<file path="config.mk">
export PLATFORM = sky130hd
export DESIGN_NAME = sfc_frontend
export DESIGN_NICKNAME = d
export VERILOG_FILES = /design/src/verilog/sfc_buf.v /design/src/verilog/sfc_frontend.v /design/src/verilog/sfc_sync.v
export VERILOG_INCLUDE_DIRS = /design/src /design/src/verilog
export SDC_FILE = /design/constraint.sdc
export NUM_CORES = 1
export LEC_CHECK = 0
export BUFFER_PORTS_ARGS = -buffer_cell sky130_fd_sc_hd__clkbuf_2
export CAP_MARGIN = 15
export CORE_MARGIN = 3
export CORE_UTILIZATION = 50
export CTS_CLUSTER_SIZE = 20
export DETAILED_ROUTE_END_ITERATION = 6
export PLACE_DENSITY = 0.73
export SYNTH_ARGS = -nofsm -noshare
export SYNTH_HDL_FRONTEND = slang
export SYNTH_SLANG_ARGS = --single-unit
</file>
<file path="constraint.sdc">
create_clock -name ref_clk -period 3.31 [get_ports ref_clk]
set_input_delay 0.662 -clock ref_clk [delete_from_list [all_inputs] [get_ports ref_clk]]
set_output_delay 0.662 -clock ref_clk [all_outputs]
set_load 0.03 [all_outputs]
</file>
<file path="src/verilog/sfc_map.vh">
// Opcode, framing and buffer depth constants of the serial flash command front end.
`ifndef SFC_MAP_VH
`define SFC_MAP_VH
`define SFC_OP_RD_FAST2 8'h1b
`define SFC_OP_RD_FAST1 8'h0b
`define SFC_OP_RD_SLOW 8'h03
`define SFC_OP_RD_DUAL 8'h3b
`define SFC_OP_ER_4K 8'h20
`define SFC_OP_ER_32K 8'h52
`define SFC_OP_ER_64K 8'hd8
`define SFC_OP_ER_CHIP_A 8'h60
`define SFC_OP_ER_CHIP_B 8'hc7
`define SFC_OP_PROG 8'h02
`define SFC_OP_PROG_DUAL 8'ha2
`define SFC_OP_SUSPEND 8'hb0
`define SFC_OP_RESUME 8'hd0
`define SFC_OP_WR_EN 8'h06
`define SFC_OP_WR_DIS 8'h04
`define SFC_OP_PROT 8'h36
`define SFC_OP_UNPROT 8'h39
`define SFC_OP_RD_PROT 8'h3c
`define SFC_OP_LOCK 8'h33
`define SFC_OP_FREEZE 8'h34
`define SFC_OP_RD_LOCK 8'h35
`define SFC_OP_OTP_PROG 8'h9b
`define SFC_OP_OTP_RD 8'h77
`define SFC_OP_RD_STAT 8'h05
`define SFC_OP_WR_STAT1 8'h01
`define SFC_OP_WR_STAT2 8'h31
`define SFC_OP_SW_RESET 8'hf0
`define SFC_OP_RD_ID 8'h9f
`define SFC_OP_PWR_DOWN 8'hb9
`define SFC_OP_PWR_UP 8'hab
`define SFC_ADDR_MASK 24'h1fffff
`define SFC_DUMMY_NONE 2'd0
`define SFC_DUMMY_ONE 2'd1
`define SFC_DUMMY_TWO 2'd2
`define SFC_DATA_NONE 2'd0
`define SFC_DATA_ONE 2'd1
`define SFC_DATA_MANY 2'd2
`define SFC_BUF_DEPTH 2
`endif

</file>
<file path="src/verilog/sfc_buf.v">
// Two-entry valid/ready buffer for response bytes.
`timescale 1ns/1ps
module sfc_buf #(
	parameter WIDTH = 8,
	parameter DEPTH = 2,
	parameter AW = 1
) (
	input wire ref_clk, // System clock.
	input wire arst_n, // Asynchronous reset, active low.
	input wire flush, // Empties the buffer.
	input wire in_valid, // Word offered.
	output wire in_ready, // Space for a word.
	input wire [WIDTH-1:0] in_data, // Offered word.
	output wire out_valid, // Word available.
	input wire out_ready, // Consumer takes word.
	output wire [WIDTH-1:0] out_data // Oldest word.
);
	// Fill level at which the buffer refuses further words.
	localparam [AW:0] FULL_CNT = DEPTH;
	reg [WIDTH-1:0] mem [0:DEPTH-1];
	reg [AW-1:0] wr_ff;
	reg [AW-1:0] rd_ff;
	reg [AW:0] cnt_ff;
	wire push;
	wire pop;
	// Full and empty come straight from the fill count.
	assign in_ready = (cnt_ff != FULL_CNT) && !flush;
	assign out_valid = (cnt_ff != {(AW+1){1'b0}});
	assign out_data = mem[rd_ff];
	assign push = in_valid && in_ready;
	assign pop = out_valid && out_ready;
	// Pointer and count update.
	always @(posedge ref_clk or negedge arst_n) begin
		if (!arst_n) begin
			wr_ff <= {AW{1'b0}};
			rd_ff <= {AW{1'b0}};
			cnt_ff <= {(AW+1){1'b0}};
		end else if (flush) begin
			wr_ff <= {AW{1'b0}};
			rd_ff <= {AW{1'b0}};
			cnt_ff <= {(AW+1){1'b0}};
		end else begin
			if (push) begin
				wr_ff <= wr_ff + 1'b1;
			end
			if (pop) begin
				rd_ff <= rd_ff + 1'b1;
			end
			if (push && !pop) begin
				cnt_ff <= cnt_ff + 1'b1;
			end else if (pop && !push) begin
				cnt_ff <= cnt_ff - 1'b1;
			end
		end
	end
	// Storage write.
	always @(posedge ref_clk) begin
		if (push) begin
			mem[wr_ff] <= in_data;
		end
	end
endmodule // sfc_buf

</file>
<file path="src/verilog/sfc_frontend.v">
// Command framing and decoding front end of the serial flash.
// Functional notes
// - Sample on rising, shift out on falling.
// - All bytes travel most significant bit first.
// - Unknown opcode ignored until select cycles.
// - Early deselect aborts, back to idle.
// - 24-bit address, top three bits ignored.
// - Dual commands turn pin direction around.
// - 1Bh: address, two dummies, data.
// - 0Bh: address, one dummy, data.
// - 03h: address, no dummy, data.
// - 3Bh: dual read, one dummy.
// - 20h/52h/D8h block erase, address only.
// - 60h or C7h erase whole array.
// - 02h and A2h program with address, data.
// - B0h suspend, D0h resume, opcode only.
// - 06h sets, 04h clears write latch.
// - 36h/39h protect, 3Ch reads protection.
// - 33h/34h one data byte, 35h reads; code accepts any number of data bytes for 33h/34h.
// - 9Bh programs OTP, 77h reads, two dummies.
// - 05h status read, 01h/31h one byte; code accepts any number of data bytes for 01h/31h.
// - 9Fh identification read, F0h one byte; code accepts any number of data bytes for F0h.
// - B9h power down, ABh wakes.
`timescale 1ns/1ps
`include "sfc_map.vh"
module sfc_frontend #(
	parameter DATA_W = 8
) (
	input wire ref_clk, // System clock, 50 MHz.
	input wire arst_n, // Asynchronous reset, active low.
	input wire cs_n, // Chip select pin, active low.
	input wire sck, // Serial clock pin.
	input wire si_in, // Serial input pin level.
	output reg si_out, // Second output line in dual read.
	output reg si_oe, // Drive enable for the serial input pin.
	input wire so_in, // Serial output pin level, dual program input.
	output reg so_out, // Serial output data.
	output reg so_oe, // Drive enable for the serial output pin.
	output reg [7:0] cmd_opcode, // Decoded opcode of the frame.
	output reg [23:0] cmd_addr, // Address with top bits cleared.
	output reg cmd_start, // Pulse: command header complete.
	output reg cmd_end, // Pulse: frame ended after a good header.
	output reg cmd_abort, // Pulse: frame ended early.
	output reg wr_latch, // Write permission latch level.
	output reg [7:0] wr_data, // Received data byte.
	output reg wr_valid, // Pulse: data byte received.
	input wire rd_valid, // Response byte offered.
	output wire rd_ready, // Response buffer has space.
	input wire [7:0] rd_data // Response byte.
);
	localparam ST_IDLE = 6'b000001;
	localparam ST_OP = 6'b000010;
	localparam ST_ADDR = 6'b000100;
	localparam ST_DUMMY = 6'b001000;
	localparam ST_DATA = 6'b010000;
	localparam ST_IGNORE = 6'b100000;

	wire [3:0] pins;
	wire cs_s;
	wire sck_s;
	wire si_s;
	wire so_s;
	reg sck_d_ff;
	reg cs_d_ff;
	wire rise;
	wire fall;
	wire sel_on;
	wire sel_off;
	reg [5:0] st_ff;
	reg [2:0] bit_ff;
	reg [1:0] byte_ff;
	reg [7:0] sh_ff;
	reg [7:0] tx_ff;
	reg [2:0] tx_cnt_ff;
	reg known;
	reg has_addr;
	reg [1:0] dummies;
	reg [1:0] data_kind;
	reg is_read;
	reg is_dual;
	reg [7:0] op_now;
	wire [7:0] rx_byte;
	wire byte_done;
	wire buf_valid;
	wire [7:0] buf_data;
	reg buf_take;
	reg hdr_ok_ff;
	reg op_pending;
	reg dec_go;
	reg addr_go;
	reg dummy_go;

	sfc_sync #(.WIDTH(4)) u_sync (
		.ref_clk(ref_clk),
		.arst_n(arst_n),
		.async_in({cs_n, sck, si_in, so_in}),
		.rst_val(4'hf),
		.sync_out(pins)
	);
	assign cs_s = pins[3];
	assign sck_s = pins[2];
	assign si_s = pins[1];
	assign so_s = pins[0];

	sfc_buf #(.WIDTH(8), .DEPTH(`SFC_BUF_DEPTH), .AW(1)) u_buf (
		.ref_clk(ref_clk),
		.arst_n(arst_n),
		.flush(cs_s),
		.in_valid(rd_valid),
		.in_ready(rd_ready),
		.in_data(rd_data),
		.out_valid(buf_valid),
		.out_ready(buf_take),
		.out_data(buf_data)
	);

	// Edge detection on synchronised pin levels.
	always @(posedge ref_clk or negedge arst_n) begin
		if (!arst_n) begin
			sck_d_ff <= 1'b0;
			cs_d_ff <= 1'b1;
		end else begin
			sck_d_ff <= sck_s;
			cs_d_ff <= cs_s;
		end
	end
	assign rise = !cs_s && sck_s && !sck_d_ff;
	assign fall = !cs_s && !sck_s && sck_d_ff;
	assign sel_on = !cs_s && cs_d_ff;
	assign sel_off = cs_s && !cs_d_ff;

	// Opcode table giving address, dummy and data shape of each command.
	always @* begin
		op_now = cmd_opcode;
		known = 1'b1;
		has_addr = 1'b0;
		dummies = `SFC_DUMMY_NONE;
		data_kind = `SFC_DATA_NONE;
		is_read = 1'b0;
		is_dual = 1'b0;
		case (op_now)
			`SFC_OP_RD_FAST2, `SFC_OP_OTP_RD: begin
				has_addr = 1'b1;
				dummies = `SFC_DUMMY_TWO;
				data_kind = `SFC_DATA_MANY;
				is_read = 1'b1;
			end
			`SFC_OP_RD_FAST1: begin
				has_addr = 1'b1;
				dummies = `SFC_DUMMY_ONE;
				data_kind = `SFC_DATA_MANY;
				is_read = 1'b1;
			end
			`SFC_OP_RD_DUAL: begin
				has_addr = 1'b1;
				dummies = `SFC_DUMMY_ONE;
				data_kind = `SFC_DATA_MANY;
				is_read = 1'b1;
				is_dual = 1'b1;
			end
			`SFC_OP_RD_SLOW, `SFC_OP_RD_PROT, `SFC_OP_RD_LOCK: begin
				has_addr = 1'b1;
				data_kind = `SFC_DATA_MANY;
				is_read = 1'b1;
			end
			`SFC_OP_ER_4K, `SFC_OP_ER_32K, `SFC_OP_ER_64K, `SFC_OP_PROT,
			`SFC_OP_UNPROT: begin
				has_addr = 1'b1;
			end
			`SFC_OP_PROG, `SFC_OP_OTP_PROG: begin
				has_addr = 1'b1;
				data_kind = `SFC_DATA_MANY;
			end
			`SFC_OP_PROG_DUAL: begin
				has_addr = 1'b1;
				data_kind = `SFC_DATA_MANY;
				is_dual = 1'b1;
			end
			`SFC_OP_LOCK, `SFC_OP_FREEZE: begin
				has_addr = 1'b1;
				data_kind = `SFC_DATA_ONE;
			end
			`SFC_OP_RD_STAT, `SFC_OP_RD_ID: begin
				data_kind = `SFC_DATA_MANY;
				is_read = 1'b1;
			end
			`SFC_OP_WR_STAT1, `SFC_OP_WR_STAT2, `SFC_OP_SW_RESET: begin
				data_kind = `SFC_DATA_ONE;
			end
			`SFC_OP_ER_CHIP_A, `SFC_OP_ER_CHIP_B, `SFC_OP_SUSPEND, `SFC_OP_RESUME,
			`SFC_OP_WR_EN, `SFC_OP_WR_DIS, `SFC_OP_PWR_DOWN, `SFC_OP_PWR_UP: begin
				known = 1'b1;
			end
			default: begin
				known = 1'b0;
			end
		endcase
	end

	// Incoming byte assembly, MSB first; dual program takes two bits a clock.
	assign rx_byte = (st_ff == ST_DATA && cmd_opcode == `SFC_OP_PROG_DUAL) ?
		{sh_ff[5:0], so_s, si_s} : {sh_ff[6:0], si_s};
	assign byte_done = rise && ((st_ff == ST_DATA && cmd_opcode == `SFC_OP_PROG_DUAL) ?
		(bit_ff[1:0] == 2'd3) : (bit_ff == 3'd7));

	// Frame parser.
	always @(posedge ref_clk or negedge arst_n) begin
		if (!arst_n) begin
			st_ff <= ST_IDLE;
			bit_ff <= 3'd0;
			byte_ff <= 2'd0;
			sh_ff <= 8'h00;
			cmd_opcode <= 8'h00;
			cmd_addr <= 24'h000000;
			cmd_start <= 1'b0;
			cmd_end <= 1'b0;
			cmd_abort <= 1'b0;
			wr_latch <= 1'b0;
			wr_data <= 8'h00;
			wr_valid <= 1'b0;
			hdr_ok_ff <= 1'b0;
		end else begin
			cmd_start <= 1'b0;
			cmd_end <= 1'b0;
			cmd_abort <= 1'b0;
			wr_valid <= 1'b0;
			// Remembers that this frame carried a complete, known header.
			if (cmd_start) begin
				hdr_ok_ff <= 1'b1;
			end
			if (sel_on) begin
				st_ff <= ST_OP;
				hdr_ok_ff <= 1'b0;
				bit_ff <= 3'd0;
				byte_ff <= 2'd0;
				sh_ff <= 8'h00;
			end else if (sel_off) begin
				if (st_ff == ST_OP || st_ff == ST_ADDR) begin
					cmd_abort <= 1'b1;
				end else if (hdr_ok_ff) begin
					cmd_end <= 1'b1;
				end
				st_ff <= ST_IDLE;
			end else if (rise) begin
				case (st_ff)
					ST_OP: begin
						sh_ff <= rx_byte;
						bit_ff <= bit_ff + 3'd1;
						if (byte_done) begin
							sh_ff <= 8'h00;
							cmd_opcode <= rx_byte;
						end
					end
					ST_ADDR: begin
						sh_ff <= rx_byte;
						bit_ff <= bit_ff + 3'd1;
						if (byte_done) begin
							cmd_addr <= {cmd_addr[15:0], rx_byte} & `SFC_ADDR_MASK;
							byte_ff <= byte_ff + 2'd1;
						end
					end
					ST_DUMMY: begin
						bit_ff <= bit_ff + 3'd1;
						if (byte_done) begin
							byte_ff <= byte_ff + 2'd1;
						end
					end
					ST_DATA: begin
						sh_ff <= rx_byte;
						bit_ff <= byte_done ? 3'd0 : bit_ff + 3'd1;
						if (byte_done && !is_read_op(cmd_opcode)) begin
							wr_data <= rx_byte;
							wr_valid <= 1'b1;
						end
					end
					ST_IGNORE: begin
						st_ff <= ST_IGNORE;
					end
					default: begin
						st_ff <= st_ff;
					end
				endcase
			end else begin
				// Header stage advances one cycle after a byte completes.
				case (st_ff)
					ST_OP: begin
						if (bit_ff == 3'd0 && cmd_start == 1'b0 && op_pending) begin
							st_ff <= ST_IDLE;
						end
					end
					default: begin
						st_ff <= st_ff;
					end
				endcase
			end
			// Decode step after the opcode byte lands.
			if (!sel_on && !sel_off && rise && st_ff == ST_OP && byte_done) begin
				sh_ff <= rx_byte;
			end
			if (dec_go) begin
				sh_ff <= 8'h00;
				byte_ff <= 2'd0;
				if (!known) begin
					st_ff <= ST_IGNORE;
				end else if (has_addr) begin
					st_ff <= ST_ADDR;
				end else begin
					cmd_start <= 1'b1;
					st_ff <= (data_kind != `SFC_DATA_NONE) ? ST_DATA : ST_IGNORE;
					if (op_now == `SFC_OP_WR_EN) begin
						wr_latch <= 1'b1;
					end else if (op_now == `SFC_OP_WR_DIS) begin
						wr_latch <= 1'b0;
					end
				end
			end else if (addr_go) begin
				byte_ff <= 2'd0;
				cmd_start <= 1'b1;
				st_ff <= (dummies != `SFC_DUMMY_NONE) ? ST_DUMMY :
					((data_kind != `SFC_DATA_NONE) ? ST_DATA : ST_IGNORE);
			end else if (dummy_go) begin
				st_ff <= ST_DATA;
			end
		end
	end

	// Decode triggers use the table with the opcode latched a cycle earlier.
	always @(posedge ref_clk or negedge arst_n) begin
		if (!arst_n) begin
			op_pending <= 1'b0;
		end else begin
			op_pending <= rise && st_ff == ST_OP && byte_done && !sel_on && !sel_off;
		end
	end
	always @* begin
		dec_go = op_pending && st_ff == ST_OP && !sel_off && !sel_on;
		addr_go = st_ff == ST_ADDR && byte_ff == 2'd3 && !sel_off && !sel_on;
		dummy_go = st_ff == ST_DUMMY && !sel_off && !sel_on &&
			(byte_ff == dummies_of(cmd_opcode));
	end

	function is_read_op;
		input [7:0] op;
		begin
			is_read_op = (op == `SFC_OP_RD_FAST2) || (op == `SFC_OP_OTP_RD) ||
				(op == `SFC_OP_RD_FAST1) || (op == `SFC_OP_RD_DUAL) ||
				(op == `SFC_OP_RD_SLOW) || (op == `SFC_OP_RD_PROT) ||
				(op == `SFC_OP_RD_LOCK) || (op == `SFC_OP_RD_STAT) ||
				(op == `SFC_OP_RD_ID);
		end
	endfunction

	function [1:0] dummies_of;
		input [7:0] op;
		begin
			if (op == `SFC_OP_RD_FAST2 || op == `SFC_OP_OTP_RD) begin
				dummies_of = `SFC_DUMMY_TWO;
			end else if (op == `SFC_OP_RD_FAST1 || op == `SFC_OP_RD_DUAL) begin
				dummies_of = `SFC_DUMMY_ONE;
			end else begin
				dummies_of = `SFC_DUMMY_NONE;
			end
		end
	endfunction

	// Response shifter: loads a byte at a byte start, changes bits on falling edges.
	wire rd_phase;
	wire dual_rd;
	assign rd_phase = (st_ff == ST_DATA) && is_read_op(cmd_opcode);
	assign dual_rd = (cmd_opcode == `SFC_OP_RD_DUAL);
	always @* begin
		buf_take = rd_phase && fall && (tx_cnt_ff == 3'd0);
	end
	always @(posedge ref_clk or negedge arst_n) begin
		if (!arst_n) begin
			tx_ff <= 8'h00;
			tx_cnt_ff <= 3'd0;
			so_out <= 1'b0;
			si_out <= 1'b0;
			so_oe <= 1'b0;
			si_oe <= 1'b0;
		end else if (!rd_phase) begin
			tx_cnt_ff <= 3'd0;
			so_oe <= 1'b0;
			si_oe <= 1'b0;
		end else if (fall) begin
			so_oe <= 1'b1;
			si_oe <= dual_rd;
			if (tx_cnt_ff == 3'd0) begin
				tx_ff <= buf_valid ? buf_data : 8'hff;
				so_out <= buf_valid ? buf_data[7] : 1'b1;
				si_out <= buf_valid ? buf_data[6] : 1'b1;
				tx_cnt_ff <= dual_rd ? 3'd2 : 3'd1;
			end else begin
				so_out <= tx_ff[3'd7 - tx_cnt_ff];
				si_out <= tx_ff[3'd6 - tx_cnt_ff];
				tx_cnt_ff <= (dual_rd ? tx_cnt_ff + 3'd2 : tx_cnt_ff + 3'd1) & 3'd7;
			end
		end
	end
endmodule // sfc_frontend

</file>
<file path="src/verilog/sfc_sync.v">
// Two-stage synchroniser for the link pins.
`timescale 1ns/1ps
module sfc_sync #(
	parameter WIDTH = 4
) (
	input wire ref_clk, // System clock.
	input wire arst_n, // Asynchronous reset, active low.
	input wire [WIDTH-1:0] async_in, // Pin levels from outside the domain.
	input wire [WIDTH-1:0] rst_val, // Unused reset helper, kept constant by caller.
	output wire [WIDTH-1:0] sync_out // Levels safe to read.
);
	reg [WIDTH-1:0] meta_ff;
	reg [WIDTH-1:0] stable_ff;
	genvar i;
	// Each bit passes two flops; only the second is read outside.
	generate
		for (i = 0; i < WIDTH; i = i + 1) begin : g_bit
			always @(posedge ref_clk or negedge arst_n) begin
				if (!arst_n) begin
					meta_ff[i] <= 1'b1;
					stable_ff[i] <= 1'b1;
				end else begin
					meta_ff[i] <= async_in[i];
					stable_ff[i] <= meta_ff[i];
				end
			end
		end
	endgenerate
	assign sync_out = stable_ff;
endmodule // sfc_sync
</file>
==> summary.md <==
| Metric | Value |
|---|---|
| Result of the run | `completed` |
| Number of cells in the finished layout apart from fillers | `698` |
| Actual transition at the worst max-transition pin | `0.6695 ns` |
| Core region area | `0.01037 mm²` |
| Clock net sink count | `107` |
| Number of max-slew violations in the final report | `0` |
| Post-layout total power | `0.002354 W` |
| Clock slew at reported path FFs | `0.10 ns` |
| Count of hold-fix buffers inserted at cts | `0` |
| Wire length of the first global-routing pass | `18960 µm` |
| Nature of the critical path endpoint | `flop` |
| Number of global-route vias before repair | `3811` |
| Max Clk Rate | `0.3606 GHz` |
| Overall die area | `0.01196 mm²` |
| Estimated wirelength of the detail-placed design | `8093 µm` |
| List of most frequent post-synthesis cells | `dfrtp_1, nor2_1, nand2_1, o21ai_0, inv_1` |
| Total negative setup slack | `0 ns` |
| Max-slew headroom | `55.02%` |
| Initial core utilization | `51.50%` |
| Cell with the most instances after synthesis | `dfrtp_1` |
| Synthesized instance count | `497` |
| Tmin final | `2.773 ns` |
| Clock buffer depth | `2` |
| Total number of vias | `3954` |
| Number of failing setup endpoints in the final timing report | `0` |
| Setup bufs post-CTS | `0` |
| Fraction of layout cells with a size suffix above 1 | `24.20%` |
| Required time of the critical path | `3.60 ns` |
| Clock Tree Root | `clkbuf_8` |
| Detail-routed net length per standard cell | `16.17 µm` |
| Endpoint of the worst register-to-register path | `tx_ff[5]` |
| Floorplan die height | `109.3 µm` |
| Startpoint of the most critical register-to-register path | `cmd_opcode[3]` |
| Nets | `580` |
| Antenna violations before repair | `0` |
| Global route total overflow | `0` |
| Distinct cells, synth | `73` |
| Later-pin clock latency in the skew report | `0.37 ns` |
| Syn_area_per_cell | `10.74 µm²` |
| Number of hold-slack violations in the final timing report | `0` |
| Sequential area share after synthesis | `51.87%` |
| CP max FO | `20` |
| Synth area leaders | `dfrtp_1, edfxtp_1, dfstp_2` |
| Slack of the worst reg-to-reg path | `0.54 ns` |
| Post-route ant nets | `0` |
| Fin Clk Skew | `0.006162 ns` |
| Flop and latch count out of synthesis | `107` |
| Clock tree from TritonCTS | `built` |
| Top-area cell type share of the netlist area | `37.96%` |
| Proportion of synthesized flip-flops having asynchronous set or reset | `85.05%` |
| Pin count of the biggest net entering global routing | `92` |
| Classification of the worst setup path | `reg -> reg` |
| Library cell occupying the most area in the post-synthesis netlist | `dfrtp_1` |
| R2R depth | `8` |
| Post-route DRC violation count | `0` |
| Share of the cycle needed by the critical path after routing | `83.79%` |
| Number of placed I/O pins | `65` |
| Cell Area, Synth | `0.005340 mm²` |
| Critical path arrival | `3.07 ns` |
| Detailed router's first-iteration violation count | `290` |
| Wire length reported by the detailed router | `11280 µm` |
| Number of iterations in the first detailed-routing pass | `5` |
| Ratio of routed vias to standard cells | `5.665` |
| Primary flip-flop cell chosen by synthesis mapping | `dfrtp_1` |
| CTS H-Tree Depth | `3` |
| Placed instance count | `682` |
| Number of antenna cells inserted | `0` |
| TritonCTS buffer count | `9` |
| Number of synthesized flops with an enable pin | `16` |
| Total of max-cap violations | `0` |
| Gates resized, CTS repair | `0` |
| Total of buffers placed on input and output ports | `61` |
| RSZ-0062 raised after global routing | `false` |
| Die Width | `109.3 µm` |
| Placer's final routability congestion estimate | `0.9171` |
| Placement Rows | `37` |
| Maximum vdd ir drop | `0.0002686 V` |
| Signed area change from the synthesized netlist to the final layout | `12.25%` |
| PD cells | `392.6 mW/mm²` |
| CP Launch Type | `flop` |
| Total leakage power | `2.661 nW` |
| Worst hold path type | `in -> async` |
| Synth warnings | `0` |
| Combined global-route utilization of all metal layers | `20.18%` |
[layer usage]
layer  wire length (µm)  global-route usage [%]  vias up
li1                   -                       -     1914
met2               5387                   31.21      119
met3                624                   3.699       12
met1               5118                   28.87     1909
met5                  0                       0        -
met4                153                   6.768        0
[sequential cells by signal, indices dropped and copies added (netlist names), 2 cells and up]
| signal | flops |
|---|---|
| bit_ff | 3 |
| st_ff | 6 |
| tx_cnt_ff | 3 |
| byte_ff | 2 |
| tx_ff | 8 |
| u_sync.meta_ff | 4 |
| cmd_opcode | 8 |
| u_buf.mem | 16 |
| u_buf.cnt_ff | 2 |
| sh_ff | 7 |
| u_sync.sync_out | 4 |
| wr_data | 8 |
| cmd_addr | 21 |
[cells in the final DEF (no fill, tap or decap), types with 14 or more instances in the layout]
cell type	count
o21ai_0	30
a21oi_1	20
nor2b_1	17
dfrtp_1	81
mux2_2	15
mux2i_1	15
clkbuf_2	60
nor2_1	47
a211oi_1	14
nand2_1	37
inv_1	21
edfxtp_1	16
[worst max-delay path by stage]
stage	start	to	slack [ns]	cells past startpoint
after CTS	cmd_opcode[3]	tx_ff[5]	0.53	8
after detailed placement	cmd_opcode[3]	u_buf.cnt_ff[0]	0.57	7
final	cmd_opcode[3]	tx_ff[5]	0.54	8
after floorplan	cmd_opcode[0]	wr_data[0]	0.50	7
after global routing	st_ff[1]	sh_ff[2]	0.32	6
after global placement	cmd_opcode[7]	wr_data[0]	0.65	6
[critical path: stages, from the launching register on]
cell	delay, ns
dfrtp_1	0.38
buf_4	0.23
or3b_2	0.51
a2111oi_2	0.51
a31o_2	0.25
o2111a_1	0.44
buf_4	0.21
nor2_1	0.04
a21oi_1	0.12
[power by group]
group	switching [W]	leakage, nW	internal, W	total [W]
combinational	0.000104	1.19	0.0000568	0.000161
sequential	0.0000255	1.37	0.00137	0.00140
clock	0.000440	0.0943	0.000355	0.000795
total	0.000569	2.66	0.00178	0.00235
[per-stage QoR]
| stage | instance area (µm²) | utilization, % | hold slack (ns) | setup slack (ns) |
|---|---|---|---|---|
| after global placement | 5803 | 55.96 | 0.3461 | 0.6466 |
| after global routing | 5995 | 57.81 | 0.3365 | 0.3181 |
| after floorplan | 5348 | - | 0.3452 | 0.5024 |
| after detailed placement | 5803 | 55.96 | 0.3487 | 0.5688 |
| final | 5995 | 57.81 | 0.2874 | 0.5366 |
| after CTS | 5995 | 57.81 | 0.3304 | 0.5286 |
[kinds of logic after synthesis]
family | Yosys count | share of synthesized area [%]
adders and majority gates | 8 | 1.874
muxes | 41 | 9.560
xor gates and xnor gates | 8 | 1.312
and+or+nand+nor | 186 | 18.88
buffers and inverters | 46 | 3.679
AOI/OAI and AO/OA | 100 | 12.75
other | 1 | 0.07022
DFF | 107 | 51.87
[layout make-up]
class                   instances  area (µm²)
fillers                       906        4375
flip-flops and latches        107        2770
multi-input cells             346        2381
repair buffers                 72       402.9
well taps                     136       170.2
clock buffers                  11       131.4
inverters                      21       78.83
clock inverters                 5       60.06
(Power assumes the default switching activity.)
